**src/core/gtp_regs.vh**
```
// Register map and field constants of the general timer group.
`ifndef GTP_REGS_VH
`define GTP_REGS_VH
// ==========================================================================
// Register byte offsets.
// ==========================================================================
`define GTP_CTRL_OFF      8'h00
`define GTP_T16_PRE_OFF   8'h04
`define GTP_T16_PER_OFF   8'h08
`define GTP_T16_CNT_OFF   8'h0C
`define GTP_CH_CMP_OFF    8'h10
`define GTP_CH_CAP_OFF    8'h24
`define GTP_CH_MODE_OFF   8'h38
`define GTP_T8A_CFG_OFF   8'h3C
`define GTP_T8B_CFG_OFF   8'h40
`define GTP_T8_CNT_OFF    8'h44
// ==========================================================================
// Control register field positions.
// ==========================================================================
`define GTP_CTRL_T16_EN   0
`define GTP_CTRL_T8A_EN   1
`define GTP_CTRL_T8B_EN   2
`define GTP_CTRL_IR_EN    3
`define GTP_CTRL_EVT_EN   4
// ==========================================================================
// Reset values.
// ==========================================================================
`define GTP_CTRL_RST      32'h0000_0000
`define GTP_PER16_RST     16'hFFFF
`define GTP_PER8_RST      8'hFF
`define GTP_ZERO16        16'h0000
`define GTP_ZERO8         8'h00
`define GTP_ONE16         16'h0001
`define GTP_ONE8          8'h01
`endif

```
**src/core/gtp_timers.v**
```verilog
// Timer group top: 16-bit timer with five channels, two 8-bit timers, IR mode.
`timescale 1ns/100ps
`default_nettype none
module gtp_timers
#(
	parameter NCH = 5 // Number of channels of the 16-bit timer.
)
(
	input  wire         ref_clk_i,      // System clock, 100 MHz.
	input  wire         rst_n_i,        // Asynchronous active-low reset.
	input  wire         evt_i,          // Event input for counter mode.
	input  wire [4:0]   cap_i,          // Capture inputs, one per channel.
	output reg  [4:0]   pwm16_o,        // PWM outputs of the 16-bit timer.
	output reg          pwm8a_o,        // PWM output of first 8-bit timer.
	output reg          pwm8b_o,        // PWM output of second 8-bit timer.
	output reg          ir_o,           // Modulated infrared output.
	input  wire [31:0]  s_axi_awaddr,   // Write address.
	input  wire         s_axi_awvalid,  // Write address valid.
	output reg          s_axi_awready,  // Write address ready.
	input  wire [31:0]  s_axi_wdata,    // Write data.
	input  wire [3:0]   s_axi_wstrb,    // Write byte strobes.
	input  wire         s_axi_wvalid,   // Write data valid.
	output reg          s_axi_wready,   // Write data ready.
	output reg  [1:0]   s_axi_bresp,    // Write response.
	output reg          s_axi_bvalid,   // Write response valid.
	input  wire         s_axi_bready,   // Write response ready.
	input  wire [31:0]  s_axi_araddr,   // Read address.
	input  wire         s_axi_arvalid,  // Read address valid.
	output reg          s_axi_arready,  // Read address ready.
	output reg  [31:0]  s_axi_rdata,    // Read data.
	output reg  [1:0]   s_axi_rresp,    // Read response.
	output reg          s_axi_rvalid,   // Read valid.
	input  wire         s_axi_rready    // Read ready.
);
`include "gtp_regs.vh"
	// ======================================================================
	// Register storage.
	// ======================================================================
	reg  [31:0] ctrl_reg;           // Enables and mode bits.
	reg  [15:0] pre16_reg;          // 16-bit timer prescaler.
	reg  [15:0] per16_reg;          // 16-bit timer period.
	reg  [15:0] cmp_reg [0:4];      // Channel compare values.
	reg  [15:0] cap_reg [0:4];      // Channel captured counts.
	reg  [4:0]  mode_reg;           // Per channel: 1 capture, 0 PWM.
	reg  [23:0] t8a_reg;            // First 8-bit: cmp, per, pre.
	reg  [23:0] t8b_reg;            // Second 8-bit: cmp, per, pre.
	reg  [15:0] cnt16_reg;          // 16-bit count.
	reg  [4:0]  cap_d_reg;          // Previous capture input level.
	reg         evt_d_reg;          // Previous event input level.
	// Write path holding registers.
	reg         aw_hold_reg;        // Address taken.
	reg         w_hold_reg;         // Data taken.
	reg  [7:0]  waddr_reg;          // Held write address.
	reg  [31:0] wdata_reg;          // Held write data.
	reg  [3:0]  wstrb_reg;          // Held strobes.
	wire        tick16;             // Prescaled tick of 16-bit timer.
	wire        wrap8a;             // Period end of first 8-bit timer.
	wire        pwm8a;              // First 8-bit PWM.
	wire        pwm8b;              // Second 8-bit PWM.
	wire [7:0]  cnt8a;              // First 8-bit count.
	wire [7:0]  cnt8b;              // Second 8-bit count.
	wire        ir_mode = ctrl_reg[`GTP_CTRL_IR_EN];
	wire        evt_mode = ctrl_reg[`GTP_CTRL_EVT_EN];
	wire        en16 = ctrl_reg[`GTP_CTRL_T16_EN];
	wire        evt_rise = evt_i && !evt_d_reg;
	// The advance source depends on mode; IR mode takes priority over event mode.
	// An event edge that arrives in IR mode is dropped on purpose: the carrier
	// wrap is the only clock of the 16-bit count there.
	wire        adv16 = en16 && (ir_mode ? wrap8a : (evt_mode ? evt_rise : tick16));
	// Each of the two clocked processes with a loop has its own loop index, so no variable has two drivers.
	integer     i;                  // Loop index of the counter process.
	integer     j;                  // Loop index of the register write process.
	// ======================================================================
	// Prescaler of the 16-bit timer and the two 8-bit timers.
	// A prescaler is held cleared while its timer is off, so the first tick after
	// an enable comes one full ratio later.
	// ======================================================================
	gtp_tick u_tick16
	(
		.ref_clk_i (ref_clk_i),
		.rst_n_i   (rst_n_i),
		.en_i      (en16),
		.div_i     (pre16_reg),
		.tick_o    (tick16)
	);
	gtp_timer8 u_t8a
	(
		.ref_clk_i (ref_clk_i),
		.rst_n_i   (rst_n_i),
		.en_i      (ctrl_reg[`GTP_CTRL_T8A_EN]),
		.pre_i     (t8a_reg[7:0]),
		.per_i     (t8a_reg[15:8]),
		.cmp_i     (t8a_reg[23:16]),
		.cnt_o     (cnt8a),
		.wrap_o    (wrap8a),
		.pwm_o     (pwm8a)
	);
	gtp_timer8 u_t8b
	(
		.ref_clk_i (ref_clk_i),
		.rst_n_i   (rst_n_i),
		.en_i      (ctrl_reg[`GTP_CTRL_T8B_EN]),
		.pre_i     (t8b_reg[7:0]),
		.per_i     (t8b_reg[15:8]),
		.cmp_i     (t8b_reg[23:16]),
		.cnt_o     (cnt8b),
		.wrap_o    (),
		.pwm_o     (pwm8b)
	);
	// ======================================================================
	// 16-bit counter, channel compare and capture, outputs.
	// ======================================================================
	// The count is cleared whenever the timer is off, so a restart always begins
	// at zero. Capture takes the count as it stands before the edge that sees the
	// input rise; cap_i is sampled directly, so the value carries no synchroniser delay.
	// All pin outputs are registered here, at the cost of one cycle of latency.
	always @(posedge ref_clk_i or negedge rst_n_i)
	begin
		if (!rst_n_i)
		begin
			cnt16_reg <= `GTP_ZERO16;
			cap_d_reg <= 5'h0;
			evt_d_reg <= 1'b0;
			pwm16_o   <= 5'h0;
			pwm8a_o   <= 1'b0;
			pwm8b_o   <= 1'b0;
			ir_o      <= 1'b0;
			for (i = 0; i < NCH; i = i + 1)
				cap_reg[i] <= `GTP_ZERO16;
		end
		else
		begin
			evt_d_reg <= evt_i;
			cap_d_reg <= cap_i;
			if (!en16)
				cnt16_reg <= `GTP_ZERO16;
			else if (adv16)
			begin
				if (cnt16_reg >= per16_reg)
					cnt16_reg <= `GTP_ZERO16;
				else
					cnt16_reg <= cnt16_reg + `GTP_ONE16;
			end
			for (i = 0; i < NCH; i = i + 1)
			begin
				// Capture on a rising input edge; PWM pins stay low in capture mode.
				if (mode_reg[i] && cap_i[i] && !cap_d_reg[i])
					cap_reg[i] <= cnt16_reg;
				pwm16_o[i] <= en16 && !mode_reg[i] && (cnt16_reg < cmp_reg[i]);
			end
			pwm8a_o <= pwm8a;
			pwm8b_o <= pwm8b;
			// Channel 0 gates the carrier of the first 8-bit timer.
			ir_o <= ir_mode && en16 && !mode_reg[0] && (cnt16_reg < cmp_reg[0]) && pwm8a;
		end
	end
	// ======================================================================
	// AXI4-Lite write channel: address and data in either order.
	// Each ready is raised for one cycle and then dropped, so a beat can never be
	// taken twice; the price is one idle cycle per channel between transfers.
	// The response is held until the master takes it, and no new beat is taken
	// meanwhile.
	// ======================================================================
	always @(posedge ref_clk_i or negedge rst_n_i)
	begin
		if (!rst_n_i)
		begin
			aw_hold_reg   <= 1'b0;
			w_hold_reg    <= 1'b0;
			waddr_reg     <= 8'h00;
			wdata_reg     <= 32'h0000_0000;
			wstrb_reg     <= 4'h0;
			s_axi_awready <= 1'b0;
			s_axi_wready  <= 1'b0;
			s_axi_bvalid  <= 1'b0;
			s_axi_bresp   <= 2'b00;
			ctrl_reg      <= `GTP_CTRL_RST;
			pre16_reg     <= `GTP_ZERO16;
			per16_reg     <= `GTP_PER16_RST;
			mode_reg      <= 5'h0;
			t8a_reg       <= {`GTP_ZERO8, `GTP_PER8_RST, `GTP_ZERO8};
			t8b_reg       <= {`GTP_ZERO8, `GTP_PER8_RST, `GTP_ZERO8};
			// Compares start at zero, so every PWM output is low until software writes one.
			for (j = 0; j < NCH; j = j + 1)
				cmp_reg[j] <= `GTP_ZERO16;
		end
		else
		begin
			// Ready is offered one cycle ahead so each channel takes one beat.
			s_axi_awready <= !aw_hold_reg && !s_axi_awready && !s_axi_bvalid;
			s_axi_wready  <= !w_hold_reg && !s_axi_wready && !s_axi_bvalid;
			if (s_axi_awvalid && s_axi_awready)
			begin
				aw_hold_reg <= 1'b1;
				waddr_reg   <= s_axi_awaddr[7:0];
				s_axi_awready <= 1'b0;
			end
			if (s_axi_wvalid && s_axi_wready)
			begin
				w_hold_reg <= 1'b1;
				wdata_reg  <= s_axi_wdata;
				wstrb_reg  <= s_axi_wstrb;
				s_axi_wready <= 1'b0;
			end
			if (aw_hold_reg && w_hold_reg && !s_axi_bvalid)
			begin
				aw_hold_reg  <= 1'b0;
				w_hold_reg   <= 1'b0;
				s_axi_bvalid <= 1'b1;
				s_axi_bresp  <= 2'b00;
				// Only the low strobe is honoured, for control and mode; others are written whole.
				// Writes to the count and capture words are accepted with an OKAY
				// response and dropped, so a driver that restores a whole block of
				// registers does not see an error. Any other address outside the map
				// answers with a slave error and changes nothing.
				case (waddr_reg)
					`GTP_CTRL_OFF:    if (wstrb_reg[0]) ctrl_reg[4:0] <= wdata_reg[4:0];
					`GTP_T16_PRE_OFF: pre16_reg <= wdata_reg[15:0];
					`GTP_T16_PER_OFF: per16_reg <= wdata_reg[15:0];
					`GTP_CH_MODE_OFF: if (wstrb_reg[0]) mode_reg <= wdata_reg[4:0];
					`GTP_T8A_CFG_OFF: t8a_reg <= wdata_reg[23:0];
					`GTP_T8B_CFG_OFF: t8b_reg <= wdata_reg[23:0];
					`GTP_CH_CMP_OFF + 8'h00: cmp_reg[0] <= wdata_reg[15:0];
					`GTP_CH_CMP_OFF + 8'h04: cmp_reg[1] <= wdata_reg[15:0];
					`GTP_CH_CMP_OFF + 8'h08: cmp_reg[2] <= wdata_reg[15:0];
					`GTP_CH_CMP_OFF + 8'h0C: cmp_reg[3] <= wdata_reg[15:0];
					`GTP_CH_CMP_OFF + 8'h10: cmp_reg[4] <= wdata_reg[15:0];
					`GTP_T16_CNT_OFF, `GTP_T8_CNT_OFF,
					`GTP_CH_CAP_OFF + 8'h00, `GTP_CH_CAP_OFF + 8'h04,
					`GTP_CH_CAP_OFF + 8'h08, `GTP_CH_CAP_OFF + 8'h0C,
					`GTP_CH_CAP_OFF + 8'h10: s_axi_bresp <= 2'b00;
					default: s_axi_bresp <= 2'b10; // Unmapped address.
				endcase
			end
			else if (s_axi_bvalid && s_axi_bready)
				s_axi_bvalid <= 1'b0;
		end
	end
	// ======================================================================
	// AXI4-Lite read channel.
	// The address is decoded in the cycle it is taken and the data stands in the
	// next one, so a read costs at least three cycles; only one read is open at a time.
	// ======================================================================
	always @(posedge ref_clk_i or negedge rst_n_i)
	begin
		if (!rst_n_i)
		begin
			s_axi_arready <= 1'b0;
			s_axi_rvalid  <= 1'b0;
			s_axi_rdata   <= 32'h0000_0000;
			s_axi_rresp   <= 2'b00;
		end
		else
		begin
			s_axi_arready <= !s_axi_arready && !s_axi_rvalid;
			if (s_axi_arvalid && s_axi_arready)
			begin
				s_axi_arready <= 1'b0;
				s_axi_rvalid  <= 1'b1;
				s_axi_rresp   <= 2'b00;
				// Every register sits in the low bits of its word and the unused upper
				// bits read as zero. Counts and captures are live values, so a read of
				// a running count returns the value at the edge that takes the address.
				case (s_axi_araddr[7:0])
					`GTP_CTRL_OFF:    s_axi_rdata <= {27'h0, ctrl_reg[4:0]};
					`GTP_T16_PRE_OFF: s_axi_rdata <= {16'h0, pre16_reg};
					`GTP_T16_PER_OFF: s_axi_rdata <= {16'h0, per16_reg};
					`GTP_T16_CNT_OFF: s_axi_rdata <= {16'h0, cnt16_reg};
					`GTP_CH_MODE_OFF: s_axi_rdata <= {27'h0, mode_reg};
					`GTP_T8A_CFG_OFF: s_axi_rdata <= {8'h0, t8a_reg};
					`GTP_T8B_CFG_OFF: s_axi_rdata <= {8'h0, t8b_reg};
					`GTP_T8_CNT_OFF:  s_axi_rdata <= {16'h0, cnt8b, cnt8a};
					`GTP_CH_CMP_OFF + 8'h00: s_axi_rdata <= {16'h0, cmp_reg[0]};
					`GTP_CH_CMP_OFF + 8'h04: s_axi_rdata <= {16'h0, cmp_reg[1]};
					`GTP_CH_CMP_OFF + 8'h08: s_axi_rdata <= {16'h0, cmp_reg[2]};
					`GTP_CH_CMP_OFF + 8'h0C: s_axi_rdata <= {16'h0, cmp_reg[3]};
					`GTP_CH_CMP_OFF + 8'h10: s_axi_rdata <= {16'h0, cmp_reg[4]};
					`GTP_CH_CAP_OFF + 8'h00: s_axi_rdata <= {16'h0, cap_reg[0]};
					`GTP_CH_CAP_OFF + 8'h04: s_axi_rdata <= {16'h0, cap_reg[1]};
					`GTP_CH_CAP_OFF + 8'h08: s_axi_rdata <= {16'h0, cap_reg[2]};
					`GTP_CH_CAP_OFF + 8'h0C: s_axi_rdata <= {16'h0, cap_reg[3]};
					`GTP_CH_CAP_OFF + 8'h10: s_axi_rdata <= {16'h0, cap_reg[4]};
					default:
					begin
						s_axi_rdata <= 32'h0000_0000;
						s_axi_rresp <= 2'b10; // Unmapped address.
					end
				endcase
			end
			else if (s_axi_rvalid && s_axi_rready)
				s_axi_rvalid <= 1'b0;
		end
	end
endmodule // gtp_timers
`default_nettype wire

```
**src/core/gtp_tick.v**
```verilog
// Prescaler producing one-cycle count ticks.
`timescale 1ns/100ps
`default_nettype none
module gtp_tick
(
	input  wire        ref_clk_i,  // System clock.
	input  wire        rst_n_i,    // Asynchronous active-low reset.
	input  wire        en_i,       // Run enable.
	input  wire [15:0] div_i,      // Divide by div_i plus one.
	output reg         tick_o      // One-cycle tick.
);
`include "gtp_regs.vh"
	reg [15:0] cnt_reg; // Cycles since last tick.
	// ======================================================================
	// Divider: a ratio change applies to the period in progress, as the count is compared with the live div_i.
	// ======================================================================
	always @(posedge ref_clk_i or negedge rst_n_i)
	begin
		if (!rst_n_i)
		begin
			cnt_reg <= `GTP_ZERO16;
			tick_o  <= 1'b0;
		end
		else if (!en_i)
		begin
			cnt_reg <= `GTP_ZERO16;
			tick_o  <= 1'b0;
		end
		else if (cnt_reg >= div_i)
		begin
			cnt_reg <= `GTP_ZERO16;
			tick_o  <= 1'b1;
		end
		else
		begin
			cnt_reg <= cnt_reg + `GTP_ONE16;
			tick_o  <= 1'b0;
		end
	end
endmodule // gtp_tick
`default_nettype wire

```
**src/core/gtp_timer8.v**
```verilog
// Eight-bit timer with one compare channel driving PWM.
`timescale 1ns/100ps
`default_nettype none
module gtp_timer8
(
	input  wire       ref_clk_i,  // System clock.
	input  wire       rst_n_i,    // Asynchronous active-low reset.
	input  wire       en_i,       // Timer enable.
	input  wire [7:0] pre_i,      // Prescaler ratio minus one.
	input  wire [7:0] per_i,      // Period value.
	input  wire [7:0] cmp_i,      // Compare value.
	output wire [7:0] cnt_o,      // Running count.
	output reg        wrap_o,     // One-cycle pulse on period end.
	output reg        pwm_o       // PWM output, high while count below compare.
);
`include "gtp_regs.vh"
	wire       tick;    // Prescaled tick.
	reg  [7:0] cnt_reg; // Count.
	assign cnt_o = cnt_reg;
	gtp_tick u_tick
	(
		.ref_clk_i (ref_clk_i),
		.rst_n_i   (rst_n_i),
		.en_i      (en_i),
		.div_i     ({8'h00, pre_i}),
		.tick_o    (tick)
	);
	// ======================================================================
	// Counter, wrap pulse and PWM compare.
	// ======================================================================
	always @(posedge ref_clk_i or negedge rst_n_i)
	begin
		if (!rst_n_i)
		begin
			cnt_reg <= `GTP_ZERO8;
			wrap_o  <= 1'b0;
			pwm_o   <= 1'b0;
		end
		else
		begin
			wrap_o <= 1'b0;
			if (!en_i)
				cnt_reg <= `GTP_ZERO8;
			else if (tick)
			begin
				if (cnt_reg >= per_i)
				begin
					cnt_reg <= `GTP_ZERO8;
					wrap_o  <= 1'b1;
				end
				else
					cnt_reg <= cnt_reg + `GTP_ONE8;
			end
			pwm_o <= en_i && (cnt_reg < cmp_i);
		end
	end
endmodule // gtp_timer8
`default_nettype wire

```
**config.mk**
```make
export PLATFORM = sky130hd
export DESIGN_NAME = gtp_timers
export DESIGN_NICKNAME = d
export VERILOG_FILES = /design/src/core/gtp_timers.v /design/src/core/gtp_tick.v /design/src/core/gtp_timer8.v
export VERILOG_INCLUDE_DIRS = /design/src /design/src/core
export SDC_FILE = /design/constraint.sdc
export NUM_CORES = 1
export LEC_CHECK = 0
export BUFFER_PORTS_ARGS = -buffer_cell sky130_fd_sc_hd__buf_4
export CAP_MARGIN = 15
export CORE_ASPECT_RATIO = 0.8
export CORE_MARGIN = 4
export CORE_UTILIZATION = 60
export CTS_BUF_LIST = sky130_fd_sc_hd__clkbuf_4 sky130_fd_sc_hd__clkbuf_8
export CTS_CLUSTER_SIZE = 12
export DETAILED_ROUTE_END_ITERATION = 6
export PLACE_DENSITY = 0.79
export SLEW_MARGIN = 20
export SYNTH_ARGS = -nofsm -noshare
export SYNTH_HDL_FRONTEND = slang
export SYNTH_SLANG_ARGS = --single-unit
```
**constraint.sdc**
```tcl
create_clock -name ref_clk_i -period 3 [get_ports ref_clk_i]
set_input_delay 0.15 -clock ref_clk_i [delete_from_list [all_inputs] [get_ports ref_clk_i]]
set_output_delay 0.15 -clock ref_clk_i [all_outputs]
set_load 0.1 [all_outputs]
```
==> impl_results.md <==
* Most frequent cells in the layout: dfrtp_1 (384), mux2_2 (269), buf_4 (165)
* DRT antenna net count at 0
* Ys async rst share at 100.0%
* P_sw at 5.616 mW
* Critical Path Start Type: register
* Setup_tns at 0 ps
* RD Place Congestion at 1.017
* Minimum period implied by the final worst setup slack at 2563 ps
* # Post-CTS Setup Buffers at 0
* Max stage delay on crit path at 700 ps
* Required time worst endpoint at 3500 ps
* Htree depth at 3
* Fmax at 390.2 MHz
* Ports at 162
* Final Worst Setup Slack at 437.2 ps
* Wire per inst at 24.98 um
* Clock sink total at 416
* Relative slew slack at 24.39%
* Setup CP Type: register to register
* Worst setup EP type: register
* Crit path launch: cnt16_reg[1]
* Num CTS Buffers at 69
* CP cell instances: buf_4, ha_1, nand2_1, o21ai_0, a41o_1, a21oi_1, o21ai_0, a31oi_1
* RSZ-0062 raised after global routing: false
* Core ar. at 36380 um^2
* R2r worst-path depth at 8
* Drt pass-1 iters at 5
* Final period utilization at 85.43%
* Root Driver: clkbuf_8
* Least-Margin Pin Slew at 1106 ps
* Area Overhead vs Synth at 15.55%
* Rows at 62
* Worst r2r src: cnt16_reg[1]
* Die X at 223.9 um
* Final wirelength at 68.69 mm
* Final nets at 2487
* Layout cell share with drive strength beyond 1 at 27.99%
* Sw Ratio at 33.63%
* CP Max Fanout at 13
* Worst-Skew Late Latency at 630 ps
* Largest net degree at the start of global routing at 104
* FF-to-FF setup slack at 440 ps
* Part of the power in the clock network at 33.7%
* Logic pwr share at 20.9%
* Grt total ovfl at 0
* Reg-to-Reg End: pwm16_o[2]
* Mapped Cells at 2020
* CP arrival at 3070 ps
* Final setup viols at 0
* Vias/cell at 6.372
* Fin Clk Skew at 26.21 ps
* Seq pwr share at 45.4%
* Status: complete, no violations
* Library cells used by synthesis at 83
* First-pass GRT wire length at 105.3 mm
* Max-Cap Viols at 0
* Post-CTS resize count at 0
* Worst path buffer plus inverter count at 1
* Levels on crit path at 8
* Die Y at 180.7 um
* HP Class: input pin to register
* Crit-path most repeated cell: o21ai_0
* 1st-iter DRT viols at 1896
* Worst-path clk slew at 60 ps
* Commonest non-fill, non-tap cell in the layout: dfrtp_1
* Placed inst area at 23850 um^2
* DR DRC count at 0
* Number of global-route vias before repair at 17.75k
* Register area share after synthesis at 46.71%
* Cell area after layout at 25850 um^2
* Effective utilization at floorplan at 61.49%
* Critical Path Sink: pwm16_o[2]
* Syn avg cell area at 11.08 um^2
* Die area at 40460 um^2
* #FFs+latches synth at 416
* Worst slack, placed at 246.7 ps
* Post-Syn Area at 22370 um^2
* Vias after detailed routing at 17.52k
* Dpl hpwl at 48.87 mm
* TritonCTS clock tree: yes
* Post-synth EDFFs at 0
* Top Family by Delay on Critical Path: compound AO/OA/AOI/OAI gates
* Leak at 12.12 nW
* Buffers added on ports at 92
* Ys flop type: dfrtp_1
* Clock Path Buffers at 3
* GRT Util Overall at 33.86%
* Max VDD drop at 0.9189 mV
* Cell Int Power at 11.08 mW
* Slew Viols, Final at 0
* Power per Cell Area at 645.9 nW/um^2
* Antenna violations before repair at 3
* Total count of hold-check failures in the final report at 0
* Ys Warns at 0
* Slowest-stage cell, CP: dfrtp_1
-- cells by family (layout without fill, tap and decap cells) --
group	after synthesis	in the layout	share of synthesized area, %
multiplexers	314	314	16.06
adder cells (fa/ha/maj)	159	159	8.892
flip-flops	416	416	46.71
XOR/XNOR	36	36	1.409
AND/OR/NAND/NOR	459	459	10.77
AO/OA/AOI/OAI	360	360	10.88
other	1	25	0.01676
buffers and inverters	275	501	5.268
-- cell usage after synthesis, drive strengths merged, types with 20 or more instances --
cell    count  area [um^2]
dfrtp     384         9609
mux2      269         3029
inv       163        611.8
ha        159         1989
nand2     130        495.5
nor2       98        377.9
o21ai      95        475.5
clkbuf     57        224.0
buf        55        342.8
a21oi      51        255.2
nand3      48        250.2
a22oi      47        352.8
mux2i      36        360.4
a21o       34        255.2
dfstp      32        840.8
xor2       30        262.8
and3       26        162.7
nand4      24        150.1
nor3       21        116.4
a31oi      20        125.1
nor2b      20        125.1
-- metal layers --
metal / part of all wire (%) / track usage (%)
met1: 43 / 48.71
met2: 44 / 50.18
met3: 9.1 / 7.821
met4: 4.1 / 13.43
met5: 0 / 0
-- cell type report --
cell class                      count  area (um^2)
Antenna cell                        1        2.502
Clock inverter                     12        146.4
Timing Repair Buffer              213         1764
Fill cell                        2643        10530
Clock buffer                      113         1424
Inverter                          163        611.8
Multi-Input combinational cell   1352        10850
Tap cell                          480        600.6
Sequential cell                   416        10450
-- worst min path at each step --
stage / from / end / slack (ps) / cells after the start
after global placement: rst_n_i / s_axi_arready / 260 / 1
after global routing: s_axi_awvalid / aw_hold_reg / 150 / 3
after CTS: s_axi_awvalid / aw_hold_reg / 120 / 3
after detailed placement: rst_n_i / s_axi_rresp[1] / 270 / 1
after floorplan: rst_n_i / aw_hold_reg / -150 / 0
final: s_axi_awvalid / aw_hold_reg / 140 / 3
-- worst reg2reg max path: cells and delay by family (launching register included) --
family,cells,cell delay (ps)
AND/OR/NAND/NOR,1,60
AO/OA/AOI/OAI,5,1210
adder cells (fa/ha/maj),1,230
flip-flops,1,700
buffers and inverters,1,230
-- power by group through the flow --
stage / sequential (mW) / combinational, mW / clock (mW)
after floorplan: 7.19 / 2.31 / 0
after global placement: 7.59 / 3.25 / 0
after detailed placement: 7.64 / 3.36 / 0
after CTS: 7.54 / 3.44 / 5.67
after global routing: 7.64 / 3.77 / 5.93
final: 7.59 / 3.49 / 5.62
-- metrics by stage --
step / power, mW / utilization [%] / hold WS [ps] / std cells
finish: 16.70 / 71.05 / 142.9 / 2750
global route: 17.34 / 71.05 / 150.6 / 2750
CTS: 16.65 / 71.05 / 116.5 / 2749
detailed placement: 11.00 / 65.55 / 272.4 / 2581
global placement: 10.84 / 65.55 / 264.0 / 2581
floorplan: 9.499 / - / -145.6 / 2043
-- repair_timing --
item	CTS	global route
hold buffers	43	0
endpoints found under the setup margin	0	0
hold endpoints to repair	131	0
No activity file was read; power rests on OpenSTA's default activity.
